==> src/mod_pkg.sv <==
/*
 Shared constants for the minicomputer opcode decoder: APB register offsets,
 flag bit positions, operation classes and execution times.
 Assumes a 250 MHz processor clock; times are kept in nanoseconds.
*/
package mod_pkg;

    // ------------------------------------------------------------
    // Clock and register map.
    // ------------------------------------------------------------
    localparam int unsigned CLK_PERIOD_NS = 4;
    localparam logic [11:0] OFF_INSTR  = 12'h000; // Instruction word to decode.
    localparam logic [11:0] OFF_FLAGS  = 12'h004; // Condition inputs for skips.
    localparam logic [11:0] OFF_RESULT = 12'h008; // Decoded class and skip.
    localparam logic [11:0] OFF_CYCLES = 12'h00c; // Selected time in cycles.
    localparam logic [11:0] OFF_STATUS = 12'h010; // Protect state, counter.
    localparam logic [11:0] OFF_MSEQ   = 12'h014; // Micro-sequence extra cycles.

    // ------------------------------------------------------------
    // Flag register bit positions.
    // ------------------------------------------------------------
    localparam int unsigned FLG_SWITCH = 0; // Console switch set.
    localparam int unsigned FLG_PARITY = 1; // Storage parity error flagged.
    localparam int unsigned FLG_EQUAL  = 2; // Compare operands match.
    localparam int unsigned FLG_REGZ   = 3; // Tested register is zero.
    localparam int unsigned FLG_REGNEG = 4; // Tested register is negative.
    localparam int unsigned FLG_FIELDZ = 5; // Tested field is zero.
    localparam int unsigned FLG_MOVEXT = 6; // Register move long variant.
    localparam int unsigned FLG_DECEXT = 7; // Decrement-repeat long variant.
    localparam logic [31:0] FLAGS_RST  = 32'h0000_0000;

    // ------------------------------------------------------------
    // Operation classes reported in the result register.
    // ------------------------------------------------------------
    typedef enum logic [4:0] {
        OP_NONE, OP_SKIP_SWITCH_CLEAR, OP_SKIP_NO_PARITY_FAULT, OP_SKIP_PARITY_FAULT,
        OP_SKIP_PROTECT_FAULT, OP_SKIP_NO_PROTECT_FAULT, OP_PROTECT_CLEAR,
        OP_PROTECT_SET, OP_POSITION_STATUS_SAMPLE, OP_MICRO_INTERRUPT_DEFINE,
        OP_REGISTER_SET_STORE, OP_USER_MICROSEQUENCE_START, OP_UPPER_BOUND_LOAD,
        OP_REG_TEST_ZERO, OP_REG_TEST_NEG, OP_REG_TEST_NONZERO, OP_REG_TEST_POS,
        OP_DECREMENT_REPEAT, OP_REGISTER_MOVE, OP_STORE_WITH_PARITY,
        OP_FIELD_NONZERO_SKIP, OP_FIELD_ZERO_SKIP, OP_FIELD_FILL_ONES,
        OP_FIELD_ZERO_FILL, OP_MEMORY_INCREMENT, OP_XOR_TO_ALL, OP_INTER_REG,
        OP_COMPARE
    } mod_op_t;

    // ------------------------------------------------------------
    // Execution times in nanoseconds and their cycle counts.
    // ------------------------------------------------------------
    localparam int unsigned T_NOP_NS        = 1170;
    localparam int unsigned T_SWITCH_NS [2] = '{1120, 1400};
    localparam int unsigned T_PARITY_NS [2] = '{1350, 1460};
    localparam int unsigned T_PROTECT_NS[2] = '{1170, 1460};
    localparam int unsigned T_REGTEST_NS[2] = '{1910, 2020};
    localparam int unsigned T_FIELD_NS  [2] = '{5850, 6080};
    localparam int unsigned T_CMP_NS    [2] = '{5230, 5460};
    localparam int unsigned T_PROT_OP_NS    = 1720;
    localparam int unsigned T_SPS_NS        = 3940;
    localparam int unsigned T_DMI_NS        = 3430;
    localparam int unsigned T_SRG_NS        = 12590;
    localparam int unsigned T_EMS_NS        = 6200;
    localparam int unsigned T_LUB_NS        = 2140;
    localparam int unsigned T_DRP_NS        = 2220;
    localparam int unsigned T_DRP_EXT_NS    = 620;
    localparam int unsigned T_XFR_NS        = 2470;
    localparam int unsigned T_XFR_EXT_NS    = 670;
    localparam int unsigned T_SPA_NS        = 2180;
    localparam int unsigned T_FILL_NS       = 6640;
    localparam int unsigned T_RAO_NS        = 2220;
    localparam int unsigned T_XOR_NS    [4] = '{1630, 1800, 1960, 2130};

    // Converts a time to whole cycles, rounding up, never below one cycle.
    function automatic logic [15:0] ns2cyc(input int unsigned ns);
        int unsigned c;
        c = (ns + CLK_PERIOD_NS - 1) / CLK_PERIOD_NS;
        if (c == 0)
            c = 1;
        return c[15:0];
    endfunction

    // Execution-time unit state, one packed struct per module.
    typedef struct packed {
        logic [15:0] instr;
        logic [31:0] flags;
        logic [15:0] mseq;
        mod_op_t     op;
        logic        skip;
        logic [3:0]  skip_cnt;
        logic [1:0]  dest;
        logic [15:0] cycles;
        logic        prot;
        logic [15:0] decode_cnt;
        logic [31:0] prdata;
        logic        pready;
        logic        pslverr;
    } mod_state_t;

endpackage

==> src/mod_time_rom.sv <==
/*
 Registered lookup of execution-time cycle counts per operation class.
 Assumes the caller presents the class, variant and extra overhead one cycle
 ahead of when the count is needed.
*/
`timescale 1ns/1ps
module mod_time_rom
    import mod_pkg::*;
(
    // Clock and reset.
    input  wire logic        pclk,
    input  wire logic        presetn,
    // Lookup request.
    input  wire mod_op_t     op,
    input  wire logic [1:0]  variant,
    input  wire logic [15:0] extra,
    // Registered count.
    output logic      [15:0] cycles
);

    // ------------------------------------------------------------
    // Registered read keeps the long adder chain off the decode path.
    // ------------------------------------------------------------
    logic [15:0] base;

    // Picks the base count; variant bit 0 selects the long time of a pair.
    always_comb
    begin
        case (op)
            OP_SKIP_SWITCH_CLEAR:       base = ns2cyc(T_SWITCH_NS[variant[0]]);
            OP_SKIP_NO_PARITY_FAULT,
            OP_SKIP_PARITY_FAULT:       base = ns2cyc(T_PARITY_NS[variant[0]]);
            OP_SKIP_PROTECT_FAULT,
            OP_SKIP_NO_PROTECT_FAULT:   base = ns2cyc(T_PROTECT_NS[variant[0]]);
            OP_REG_TEST_ZERO, OP_REG_TEST_NEG,
            OP_REG_TEST_NONZERO, OP_REG_TEST_POS:
                                        base = ns2cyc(T_REGTEST_NS[variant[0]]);
            OP_FIELD_NONZERO_SKIP,
            OP_FIELD_ZERO_SKIP:         base = ns2cyc(T_FIELD_NS[variant[0]]);
            OP_COMPARE:                 base = ns2cyc(T_CMP_NS[variant[0]]);
            OP_XOR_TO_ALL:              base = ns2cyc(T_XOR_NS[variant]);
            OP_PROTECT_CLEAR,
            OP_PROTECT_SET:             base = ns2cyc(T_PROT_OP_NS);
            OP_POSITION_STATUS_SAMPLE:  base = ns2cyc(T_SPS_NS);
            OP_MICRO_INTERRUPT_DEFINE:  base = ns2cyc(T_DMI_NS);
            OP_REGISTER_SET_STORE:      base = ns2cyc(T_SRG_NS);
            OP_USER_MICROSEQUENCE_START: base = ns2cyc(T_EMS_NS);
            OP_UPPER_BOUND_LOAD:        base = ns2cyc(T_LUB_NS);
            OP_DECREMENT_REPEAT:        base = variant[0] ? ns2cyc(T_DRP_NS + T_DRP_EXT_NS)
                                                          : ns2cyc(T_DRP_NS);
            OP_REGISTER_MOVE:           base = variant[0] ? ns2cyc(T_XFR_NS + T_XFR_EXT_NS)
                                                          : ns2cyc(T_XFR_NS);
            OP_STORE_WITH_PARITY:       base = ns2cyc(T_SPA_NS);
            OP_FIELD_FILL_ONES,
            OP_FIELD_ZERO_FILL:         base = ns2cyc(T_FILL_NS);
            OP_MEMORY_INCREMENT:        base = ns2cyc(T_RAO_NS);
            default:                    base = ns2cyc(T_NOP_NS);
        endcase
    end

    // Registers the count; the micro-sequence overhead is added here.
    always_ff @(posedge pclk or negedge presetn)
    begin
        if (!presetn)
            cycles <= 16'h0000;
        else
            cycles <= base + extra;
    end

endmodule

==> src/mod_decode.sv <==
/*
 Instruction decoder and execution-time selector for a 16-bit microprogrammed
 minicomputer, reached over APB. Assumes synchronous APB master on pclk.
*/
// The APB register port and the register offsets were left to the implementer.
// Contract
// - Skips: short time unskipped, long when taken.
// - Compare: first time unequal, second time equal; no compare word is decoded, OP_COMPARE is never selected.
// - Inter-register time by destination set, four; only XOR-to-all is decoded, always with the fourth time.
// - 0,1,9,n skips on switch clear, n count.
// - 0,1,D skip no parity; C skip parity.
// - 0,1,E skip protect fault; B no fault.
// - 0700 clears protect, 0600 sets protect.
// - 0,B,x,5/6/3: status, micro interrupt, store set; decoded only with x = 0.
// - 0,B,r,2 starts micro-sequence, overhead plus duration.
// - 0,B,r,0 loads upper unprotected bound.
// - 0,0,t,n: register test zero/neg/nonzero/pos.
// - 0,6,even nonzero: decrement-repeat, optional extra.
// - 0,7,0-7,1-7: register move, optional extra.
// - Major 7: store with parity to accumulator.
// - 0,5,x,3/B field nonzero; 2/A zero skip.
// - Major D: memory increment in place.
// - 0,8,7,8-F: exclusive-OR to A, Q, M.
`timescale 1ns/1ps
module mod_decode
    import mod_pkg::*;
(
    // APB clock and reset.
    input  wire logic        pclk,
    input  wire logic        presetn,
    // APB request.
    input  wire logic        psel,
    input  wire logic        penable,
    input  wire logic        pwrite,
    input  wire logic [11:0] paddr,
    input  wire logic [31:0] pwdata,
    // APB answer.
    output logic      [31:0] prdata,
    output logic             pready,
    output logic             pslverr,
    // Decode result toward the microsequencer.
    output logic             protect_q,
    output logic             skip_q,
    output logic      [15:0] cycles_q
);

    // ------------------------------------------------------------
    // State and digit fields.
    // ------------------------------------------------------------
    mod_state_t  s_q;          // All registered state.
    mod_state_t  s_d;          // Next state.
    logic [3:0]  f_major;      // Major function digit.
    logic [3:0]  f_sub;        // Sub-function digit.
    logic [3:0]  f_third;      // Third digit.
    logic [3:0]  f_low;        // Low digit or displacement.
    logic        setup;        // Setup phase of an APB transfer.
    logic        wr_en;        // Write takes effect this edge.
    logic        rd_en;        // Read data taken this edge.
    logic        hit;          // Address maps to a register.
    mod_op_t     dec_op;       // Combinational decode class.
    logic        dec_skip;     // Combinational skip outcome.
    logic [1:0]  dec_var;      // Time variant selector.
    logic [15:0] rom_cycles;   // Registered count from the lookup.

    assign f_major = s_q.instr[15:12];
    assign f_sub   = s_q.instr[11:8];
    assign f_third = s_q.instr[7:4];
    assign f_low   = s_q.instr[3:0];

    // ------------------------------------------------------------
    // Decode of the held instruction word.
    // ------------------------------------------------------------
    // Every unlisted word falls through to the no-operation class.
    always_comb
    begin
        dec_op   = OP_NONE;
        dec_skip = 1'b0;
        dec_var  = 2'b00;
        case (f_major)
            4'h0:
            begin
                case (f_sub)
                    4'h0:
                    begin
                        // Low two bits of the third digit name the test type.
                        case (f_third[1:0])
                            2'b00:
                            begin
                                dec_op   = OP_REG_TEST_ZERO;
                                dec_skip = s_q.flags[FLG_REGZ];
                            end
                            2'b01:
                            begin
                                dec_op   = OP_REG_TEST_NONZERO;
                                dec_skip = !s_q.flags[FLG_REGZ];
                            end
                            2'b10:
                            begin
                                dec_op   = OP_REG_TEST_POS;
                                dec_skip = !s_q.flags[FLG_REGNEG];
                            end
                            default:
                            begin
                                dec_op   = OP_REG_TEST_NEG;
                                dec_skip = s_q.flags[FLG_REGNEG];
                            end
                        endcase
                    end
                    4'h1:
                    begin
                        case (f_third)
                            4'h9:
                            begin
                                dec_op   = OP_SKIP_SWITCH_CLEAR;
                                dec_skip = !s_q.flags[FLG_SWITCH];
                            end
                            4'hd:
                            begin
                                dec_op   = OP_SKIP_NO_PARITY_FAULT;
                                dec_skip = !s_q.flags[FLG_PARITY];
                            end
                            4'hc:
                            begin
                                dec_op   = OP_SKIP_PARITY_FAULT;
                                dec_skip = s_q.flags[FLG_PARITY];
                            end
                            4'he:
                            begin
                                dec_op   = OP_SKIP_PROTECT_FAULT;
                                dec_skip = s_q.prot;
                            end
                            4'hb:
                            begin
                                dec_op   = OP_SKIP_NO_PROTECT_FAULT;
                                dec_skip = !s_q.prot;
                            end
                            default:
                                dec_op   = OP_NONE;
                        endcase
                    end
                    4'h5:
                    begin
                        case (f_low)
                            4'h3, 4'hb:
                            begin
                                dec_op   = OP_FIELD_NONZERO_SKIP;
                                dec_skip = !s_q.flags[FLG_FIELDZ];
                            end
                            4'h2, 4'ha:
                            begin
                                dec_op   = OP_FIELD_ZERO_SKIP;
                                dec_skip = s_q.flags[FLG_FIELDZ];
                            end
                            4'h7, 4'hf: dec_op = OP_FIELD_FILL_ONES;
                            4'h6:       dec_op = OP_FIELD_ZERO_FILL;
                            default:    dec_op = OP_NONE;
                        endcase
                    end
                    4'h6:
                    begin
                        if (s_q.instr[7:0] == 8'h00)
                            dec_op = OP_PROTECT_SET;
                        else if (!f_third[0] && f_third != 4'h0)
                        begin
                            dec_op  = OP_DECREMENT_REPEAT;
                            dec_var = {1'b0, s_q.flags[FLG_DECEXT]};
                        end
                    end
                    4'h7:
                    begin
                        if (s_q.instr[7:0] == 8'h00)
                            dec_op = OP_PROTECT_CLEAR;
                        else if (!f_third[3] && f_low != 4'h0 && !f_low[3])
                        begin
                            dec_op  = OP_REGISTER_MOVE;
                            dec_var = {1'b0, s_q.flags[FLG_MOVEXT]};
                        end
                    end
                    4'h8:
                    begin
                        if (f_third == 4'h7 && f_low[3])
                        begin
                            dec_op  = OP_XOR_TO_ALL;
                            dec_var = 2'b11;
                        end
                    end
                    4'hb:
                    begin
                        case (f_low)
                            4'h5: dec_op = (f_third == 4'h0) ? OP_POSITION_STATUS_SAMPLE
                                                             : OP_NONE;
                            4'h6: dec_op = (f_third == 4'h0) ? OP_MICRO_INTERRUPT_DEFINE
                                                             : OP_NONE;
                            4'h3: dec_op = (f_third == 4'h0) ? OP_REGISTER_SET_STORE
                                                             : OP_NONE;
                            4'h2: dec_op = OP_USER_MICROSEQUENCE_START;
                            4'h0: dec_op = OP_UPPER_BOUND_LOAD;
                            default: dec_op = OP_NONE;
                        endcase
                    end
                    default:
                        dec_op = OP_NONE;
                endcase
            end
            4'h7: dec_op = OP_STORE_WITH_PARITY;
            4'hd: dec_op = OP_MEMORY_INCREMENT;
            default:
                dec_op = OP_NONE;
        endcase
        // Skip-type classes take their long time only when the skip is taken.
        if (dec_op != OP_DECREMENT_REPEAT && dec_op != OP_REGISTER_MOVE
            && dec_op != OP_XOR_TO_ALL)
            dec_var = {1'b0, dec_skip};
    end

    // ------------------------------------------------------------
    // Execution-time lookup.
    // ------------------------------------------------------------
    mod_time_rom u_rom
    (
        .pclk    (pclk),
        .presetn (presetn),
        .op      (dec_op),
        .variant (dec_var),
        .extra   ((dec_op == OP_USER_MICROSEQUENCE_START) ? s_q.mseq : 16'h0000),
        .cycles  (rom_cycles)
    );

    // ------------------------------------------------------------
    // APB slave and state update.
    // ------------------------------------------------------------
    assign setup = psel && !penable;
    assign wr_en = psel && penable && pready && pwrite;
    assign rd_en = setup && !pwrite;
    assign hit   = (paddr == OFF_INSTR) || (paddr == OFF_FLAGS) || (paddr == OFF_RESULT)
                || (paddr == OFF_CYCLES) || (paddr == OFF_STATUS) || (paddr == OFF_MSEQ);

    // The slave answers one cycle after setup, so pready is a registered
    // flag raised in setup; reads are captured then to keep prdata a flop.
    always_comb
    begin
        s_d          = s_q;
        s_d.pready   = setup;
        s_d.pslverr  = setup && !hit;
        s_d.op       = dec_op;
        s_d.skip     = dec_skip;
        s_d.skip_cnt = f_low;
        s_d.dest     = dec_var;
        s_d.cycles   = rom_cycles;
        // Protect state follows the held set and clear words.
        if (dec_op == OP_PROTECT_CLEAR)
            s_d.prot = 1'b0;
        else if (dec_op == OP_PROTECT_SET)
            s_d.prot = 1'b1;
        if (wr_en)
        begin
            case (paddr)
                OFF_INSTR:
                begin
                    s_d.instr      = pwdata[15:0];
                    s_d.decode_cnt = s_q.decode_cnt + 16'h0001;
                end
                OFF_FLAGS: s_d.flags = pwdata;
                OFF_MSEQ:  s_d.mseq  = pwdata[15:0];
                default:   s_d.flags = s_q.flags;
            endcase
        end
        if (rd_en)
        begin
            case (paddr)
                OFF_INSTR:  s_d.prdata = {16'h0000, s_q.instr};
                OFF_FLAGS:  s_d.prdata = s_q.flags;
                OFF_RESULT: s_d.prdata = {18'h00000, s_q.dest, s_q.skip_cnt,
                                          s_q.skip, 2'b00, s_q.op};
                OFF_CYCLES: s_d.prdata = {16'h0000, s_q.cycles};
                OFF_STATUS: s_d.prdata = {s_q.decode_cnt, 15'h0000, s_q.prot};
                OFF_MSEQ:   s_d.prdata = {16'h0000, s_q.mseq};
                default:    s_d.prdata = 32'h0000_0000;
            endcase
        end
    end

    // Registers the whole state; reset clears the word to 0000, a register-test-zero word.
    always_ff @(posedge pclk or negedge presetn)
    begin
        if (!presetn)
        begin
            s_q        <= '0;
            s_q.flags  <= FLAGS_RST;
            s_q.op     <= OP_NONE;
        end
        else
            s_q <= s_d;
    end

    assign prdata    = s_q.prdata;
    assign pready    = s_q.pready;
    assign pslverr   = s_q.pslverr;
    assign protect_q = s_q.prot;
    assign skip_q    = s_q.skip;
    assign cycles_q  = s_q.cycles;

endmodule

==> config.mk <==
export PLATFORM = sky130hd
export DESIGN_NAME = mod_decode
export DESIGN_NICKNAME = d
export VERILOG_FILES = /design/src/mod_pkg.sv /design/src/mod_time_rom.sv /design/src/mod_decode.sv
export SDC_FILE = /design/constraint.sdc
export NUM_CORES = 1
export LEC_CHECK = 0
export BUFFER_PORTS_ARGS = -buffer_cell sky130_fd_sc_hd__buf_2
export CAP_MARGIN = 5
export CORE_AREA = 10 10 158 131
export DETAILED_ROUTE_END_ITERATION = 6
export DIE_AREA = 0 0 168 141
export PLACE_DENSITY = 0.69
export SLEW_MARGIN = 15
export SYNTH_ARGS = -nofsm -noshare
export SYNTH_HDL_FRONTEND = slang
export SYNTH_SLANG_ARGS = --single-unit
==> constraint.sdc <==
create_clock -name pclk -period 13.2 [get_ports pclk]
set_input_delay 0.66 -clock pclk [delete_from_list [all_inputs] [get_ports pclk]]
set_output_delay 0.66 -clock pclk [all_outputs]
set_load 0.01 [all_outputs]
==> results of run 1 <==
-- per-stage QoR --
step                      utilization (%)  instances  hold WS (ns)  area, µm²
final                                53.6       1100         0.339       9470
after global routing                 53.6       1100         0.353       9470
after CTS                            53.6       1100         0.351       9460
after detailed placement             50.1       1068         0.335       8860
after global placement               50.1       1068         0.332       8860
after floorplan                         -        824         0.331       8590
-- metal layers --
| metal | vias up | track usage [%] | share of wire [%] |
|---|---|---|---|
| li1 | 3010 | - | - |
| met1 | 3253 | 28.7 | 47 |
| met2 | 266 | 28.3 | 44 |
| met3 | 28 | 5.20 | 8.2 |
| met4 | 0 | 5.22 | 1.4 |
| met5 | - | 0 | 0 |
-- sequential cells by signal, summed over array words and instances (netlist names) --
signal,flops
skip_q,1
s_q,75
protect_q,1
f_low,4
u_rom.cycles,16
prdata,32
f_major,4
f_third,4
pready,1
pslverr,1
f_sub,4
cycles_q,16
-- cells by family after synthesis --
group | after synthesis | synth area share [%]
buffers and inverters | 109 | 7.76
AO/OA/AOI/OAI | 176 | 14.2
adder cells (fa/ha/maj) | 18 | 2.71
XOR/XNOR | 29 | 2.96
AND/OR/NAND/NOR | 253 | 15.8
multiplexers | 80 | 10.3
flip-flops | 159 | 46.3
-- synthesized netlist by cell type (5+ instances only) --
library cell  instances
buf_4                53
buf_6                 5
mux2_2               65
nand3_1              14
and3_1               10
a22oi_1              17
and2_1               17
a221oi_1             17
a31oi_1               5
or3_1                 5
nor4_1                7
a21o_1                6
clkbuf_1             27
xor2_1                9
nand2b_1              8
nor2_1               71
o21ai_0              30
nor3_1               16
ha_1                 17
nand2_1              50
nor2b_1               9
o211ai_1              5
nand4_1              11
a21oi_1              46
mux2i_1              15
xnor2_1              20
dfrtp_1             159
inv_1                12
-- report_power, final --
group / switching [W] / internal (W)
Combinational: 0.0000429 / 0.0000264
Sequential: 0.00000884 / 0.000504
Clock: 0.000219 / 0.000287
-- worst paths after layout --
check | endpoint | slack (ns) | cells past startpoint
min in group pclk | cycles_q[15] | 0.35 | 0
worst min-delay path | prdata[9] | 0.34 | 1
worst max-delay path | u_rom.cycles[14] | 7.42 | 20
max in group asynchronous | u_rom.cycles[2] | 11.51 | 2
worst max register to register | u_rom.cycles[14] | 7.42 | 20
worst min register to register | cycles_q[15] | 0.35 | 0
-- final cells by class --
cell class	count	area, µm²	share of cell area, %
clock buffers	18	429	4.53
clock inverters	14	173	1.82
inverters	17	68.8	0.726
multi-input cells	556	3980	42.1
flip-flops and latches	159	3980	42.0
well taps	230	288	3.04
repair buffers	106	552	5.82
-- worst max-delay path, stage by stage (launching register included) --
cell and delay [ns]:
dfrtp_1 0.55, nor4_1 0.68, or2b_1 0.30, a21o_1 0.17, and3_1 0.36, inv_2 0.30
nand2b_1 0.18, nor2_1 0.66, and2_1 0.23, ha_1 0.16, inv_1 0.05, fa_1 0.39
nor2b_1 0.12, o21ai_0 0.11, a21boi_0 0.24, o21ai_0 0.14, a21oi_1 0.25, o2111ai_1 0.18
a311oi_1 0.31, xor2_1 0.10, and2_1 0.17
==> impl_metrics.json, run 1 <==
{
  "status": "finished, final reports clean",
  "cp_max_fo": 16,
  "first_global_vias": 6296,
  "antenna_cells": 0,
  "post_cts_buffers": 0,
  "antenna_found_initial": 0,
  "drc": 0,
  "post-route-min-period_ns": 5.78,
  "wl_per_cell_um": 21.6,
  "vdd_ir_drop_max_uv": 99.8,
  "power.density_nw_per_um2": 115,
  "seq_area_frac_synth_pct": 46.3,
  "timing.final.ws_setup_ns": 7.42,
  "ys_seq_elements": 159,
  "dp_worst_setup_slack_ns": 7.57,
  "setup_viol": 0,
  "layout_commonest_cell": "dfrtp_1",
  "post_cts_resized": 0,
  "rsz0062_at_grt": "no",
  "yosys.cell_types.count": 88,
  "fmax_mhz": 173,
  "final_hold_viol_count": 0,
  "post_synth.cell_area_avg_um2": 10.4,
  "post_synth_inst_count": 824,
  "gr-usage-all-layers_pct": 19.7,
  "crit_path_start": "f_sub[0]",
  "syn_nets": 891,
  "start_util_pct": 48.6,
  "cp.arrival_ns": 6.10,
  "synth.area.top_cells": "dfrtp_1 (46%), mux2_2 (8.5%), buf_4 (4.6%)",
  "clkTransAtPathRegs_ns": 0.07,
  "vias": 6557,
  "worst_pin_slew_ns": 1.10,
  "dieArea_um2": 23700,
  "overflow": 0,
  "first_iter_violations": 702,
  "async_reset_ff_share_pct": 100,
  "maxSlewHeadroom_pct": 26.3,
  "cts_root_buf": "clkbuf_16",
  "syn-cell-area_um2": 8590,
  "place_hpwl_um": 17400,
  "port_buffers": 100,
  "grt_pass1_wl_um": 37100,
  "io_pins": 101,
  "required_ns": 13.52,
  "hp-class": "in -> async",
  "crit_type": "reg -> reg",
  "synth_top_area_share_pct": 46.3,
  "ctsHoldBuffers": 0,
  "r2r-start": "f_sub[0]",
  "start_kind": "flop",
  "clock_sink_count": 159,
  "layout.nets": 924,
  "leakage_nw": 4.33,
  "viasPerCell": 5.96,
  "cp-end-kind": "flop",
  "synth-edff-count": 0,
  "syn2layout_area_growth_pct": 10.3,
  "synth_top_area_cell": "dfrtp_1",
  "die_w_um": 168,
  "cts_made_buffers": 17,
  "drive_above_1_share_pct": 27.4,
  "fin_skew_ns": 0.0105,
  "drtAntennaViolNets": 0,
  "grt_max_degree": 96,
  "setup_tns_ns": 0,
  "fillCellCount": 1552,
  "final_cell_mix": "dfrtp_1 (159), buf_2 (99), nor2_1 (69)",
  "first_pass_iters": 5,
  "routed_wirelength_um": 23800,
  "cts_tree": "built",
  "die_y_um": 141,
  "cts_buffer_depth": 2,
  "maxSlewViolCount": 0,
  "finalCritPeriodShare_pct": 43.8,
  "rows": 44,
  "total_power_w": 0.00109,
  "insertion_delay_ns": 0.43,
  "htree_levels": 4,
  "yosysWarnings": 0,
  "maxCapViolCount": 0,
  "core_um2": 17700,
  "synth_ff_type": "dfrtp_1",
  "place_congestion": 0.937
}
(Power assumes the default switching activity.)
==> run 2: changes to the inputs <==
PLACE_DENSITY = 0.72   (was 0.69)
clock period = 4.7 ns   (was 13.2 ns; I/O delays follow)
==> run 2 against run 1 <==
Net effect: clock skew about the same; clock power increased to 2.9 times the previous value; via count increased by 9.0%; sequential power increased to 2.8 times the previous value; critical path type unchanged; final area increased by 15%; sequential cell count unchanged; worst setup slack got worse by 7.4 ns; core utilization increased by 8.3 points; total power increased to 2.9 times the previous value; critical path depth increased by 5; global-route usage increased by 3.2 points.
==> impl_metrics.json, run 2 (same netlist as run 1, synthesis figures left out) <==
{
  "multi_input_area_um2": 4330,
  "slowest_delay_ns": 0.42,
  "clkTransAtPathRegs_ns": 0.07,
  "r2r_setup_slack_ns": 0.02,
  "cp_max_fo": 3,
  "cp.arrival_ns": 5.04,
  "viasPerCell": 5.76,
  "insertion_delay_ns": 0.43,
  "cp.buffers_inverters": 5,
  "rows": 44,
  "maxSlewHeadroom_pct": 28.3,
  "layout_commonest_cell": "dfrtp_1",
  "start_kind": "flop",
  "largest_register": "s_q",
  "antenna_found_initial": 0,
  "required_ns": 5.07,
  "first_iter_violations": 591,
  "first_pass_iters": 5,
  "cp-end-kind": "flop",
  "postLayoutCellArea_um2": 10900,
  "post-route-min-period_ns": 4.68,
  "slowest_stage": "dfrtp_2",
  "rsz0062_at_grt": "yes",
  "drtAntennaViolNets": 0,
  "io_pins": 101,
  "maxCapViolCount": 0,
  "seq_area_um2": 3990,
  "hp-class": "in -> reg",
  "critPathMostFrequentCell": "buf_4",
  "finalCritPeriodShare_pct": 99.5,
  "cts_root_buf": "clkbuf_16",
  "layout.nets": 1064,
  "place_hpwl_um": 20700,
  "syn2layout_area_growth_pct": 27.3,
  "largest_reg_flops": 75,
  "fmax_mhz": 214,
  "finalHoldWorstSlack_ns": 0.0338,
  "port_buffers": 100,
  "gr-usage-all-layers_pct": 23.0,
  "first_global_vias": 7105,
  "wl_per_cell_um": 22.3,
  "overflow": 0,
  "fillCellCount": 1488,
  "vdd_ir_drop_max_uv": 227,
  "core_um2": 17700,
  "leakage_nw": 5.08,
  "crit_type": "reg -> reg",
  "cts_made_buffers": 17,
  "final_hold_viol_count": 0,
  "grt_pass1_wl_um": 42200,
  "setup_tns_ns": 0,
  "dp_worst_setup_slack_ns": -0.324,
  "place_congestion": 0.977,
  "clock_sink_count": 159,
  "r2r-start": "f_third[1]",
  "htree_levels": 4,
  "status": "finished, final reports clean",
  "final_cell_mix": "dfrtp_1 (154), buf_4 (138), buf_2 (99)",
  "setup_viol": 0,
  "cts_tree": "built",
  "start_util_pct": 48.6,
  "maxSlewViolCount": 0,
  "routed_wirelength_um": 27700,
  "cp_top_family": "compound AO/OA/AOI/OAI gates",
  "die_w_um": 168,
  "die_y_um": 141,
  "grt_max_degree": 76,
  "min-delay-start": "pwdata[18]",
  "crit_path_start": "f_third[1]",
  "power.density_nw_per_um2": 285,
  "place_area_um2": 9810,
  "cts_buffer_depth": 2,
  "worst_pin_slew_ns": 1.07,
  "drc": 0,
  "vias": 7144,
  "fin_skew_ns": 0.0105,
  "drive_above_1_share_pct": 42.1,
  "timing.final.ws_setup_ns": 0.0250,
  "dieArea_um2": 23700
}
## run 2: what timing repair did
item,in CTS,in global routing
resized for setup,28,55
setup endpoints to repair,6,9
hold buffers,1,0
pin swaps,12,25
buffers inserted,7,8
endpoints found under the hold margin,73,0
## run 2: path summary, 6_finish.rpt
kind | endpoint | cells past startpoint
worst max-delay path | u_rom.cycles[14] | 25
worst min-delay path | s_q[113] | 2
worst max register to register | u_rom.cycles[14] | 25
worst min register to register | cycles_q[6] | 0
max in group asynchronous | cycles_q[5] | 3
min in group asynchronous | prdata[24] | 2
## run 2: per-layer routing
layer,up-vias,track usage (%),wire length [µm]
li1,3291,-,-
met1,3569,31.6,12600
met2,252,34.8,12600
met3,32,6.36,2000
met4,0,6.04,456
met5,-,0,0
## run 2: stage by stage
stage	std cells	utilization, %	power [W]
after global routing	1239	61.9	0.00323
after CTS	1231	60.0	0.00315
after global placement	1192	55.5	0.00167
after floorplan	824	-	0.00160
final	1240	61.9	0.00312
after detailed placement	1192	55.5	0.00167
## run 2: power by group
part / switching (W) / internal, W
clock: 0.000622 / 0.000855
sequential: 0.0000230 / 0.00141
combinational: 0.000127 / 0.0000795
## run 2: final cells by class
class,instances,area share (%)
clock buffer,17,3.89
inverter,17,0.652
tap,230,2.63
sequential,159,36.4
clock inverter,14,1.80
timing repair buffer,246,15.0
multi-input combinational,556,39.6
antenna,1,0.0229
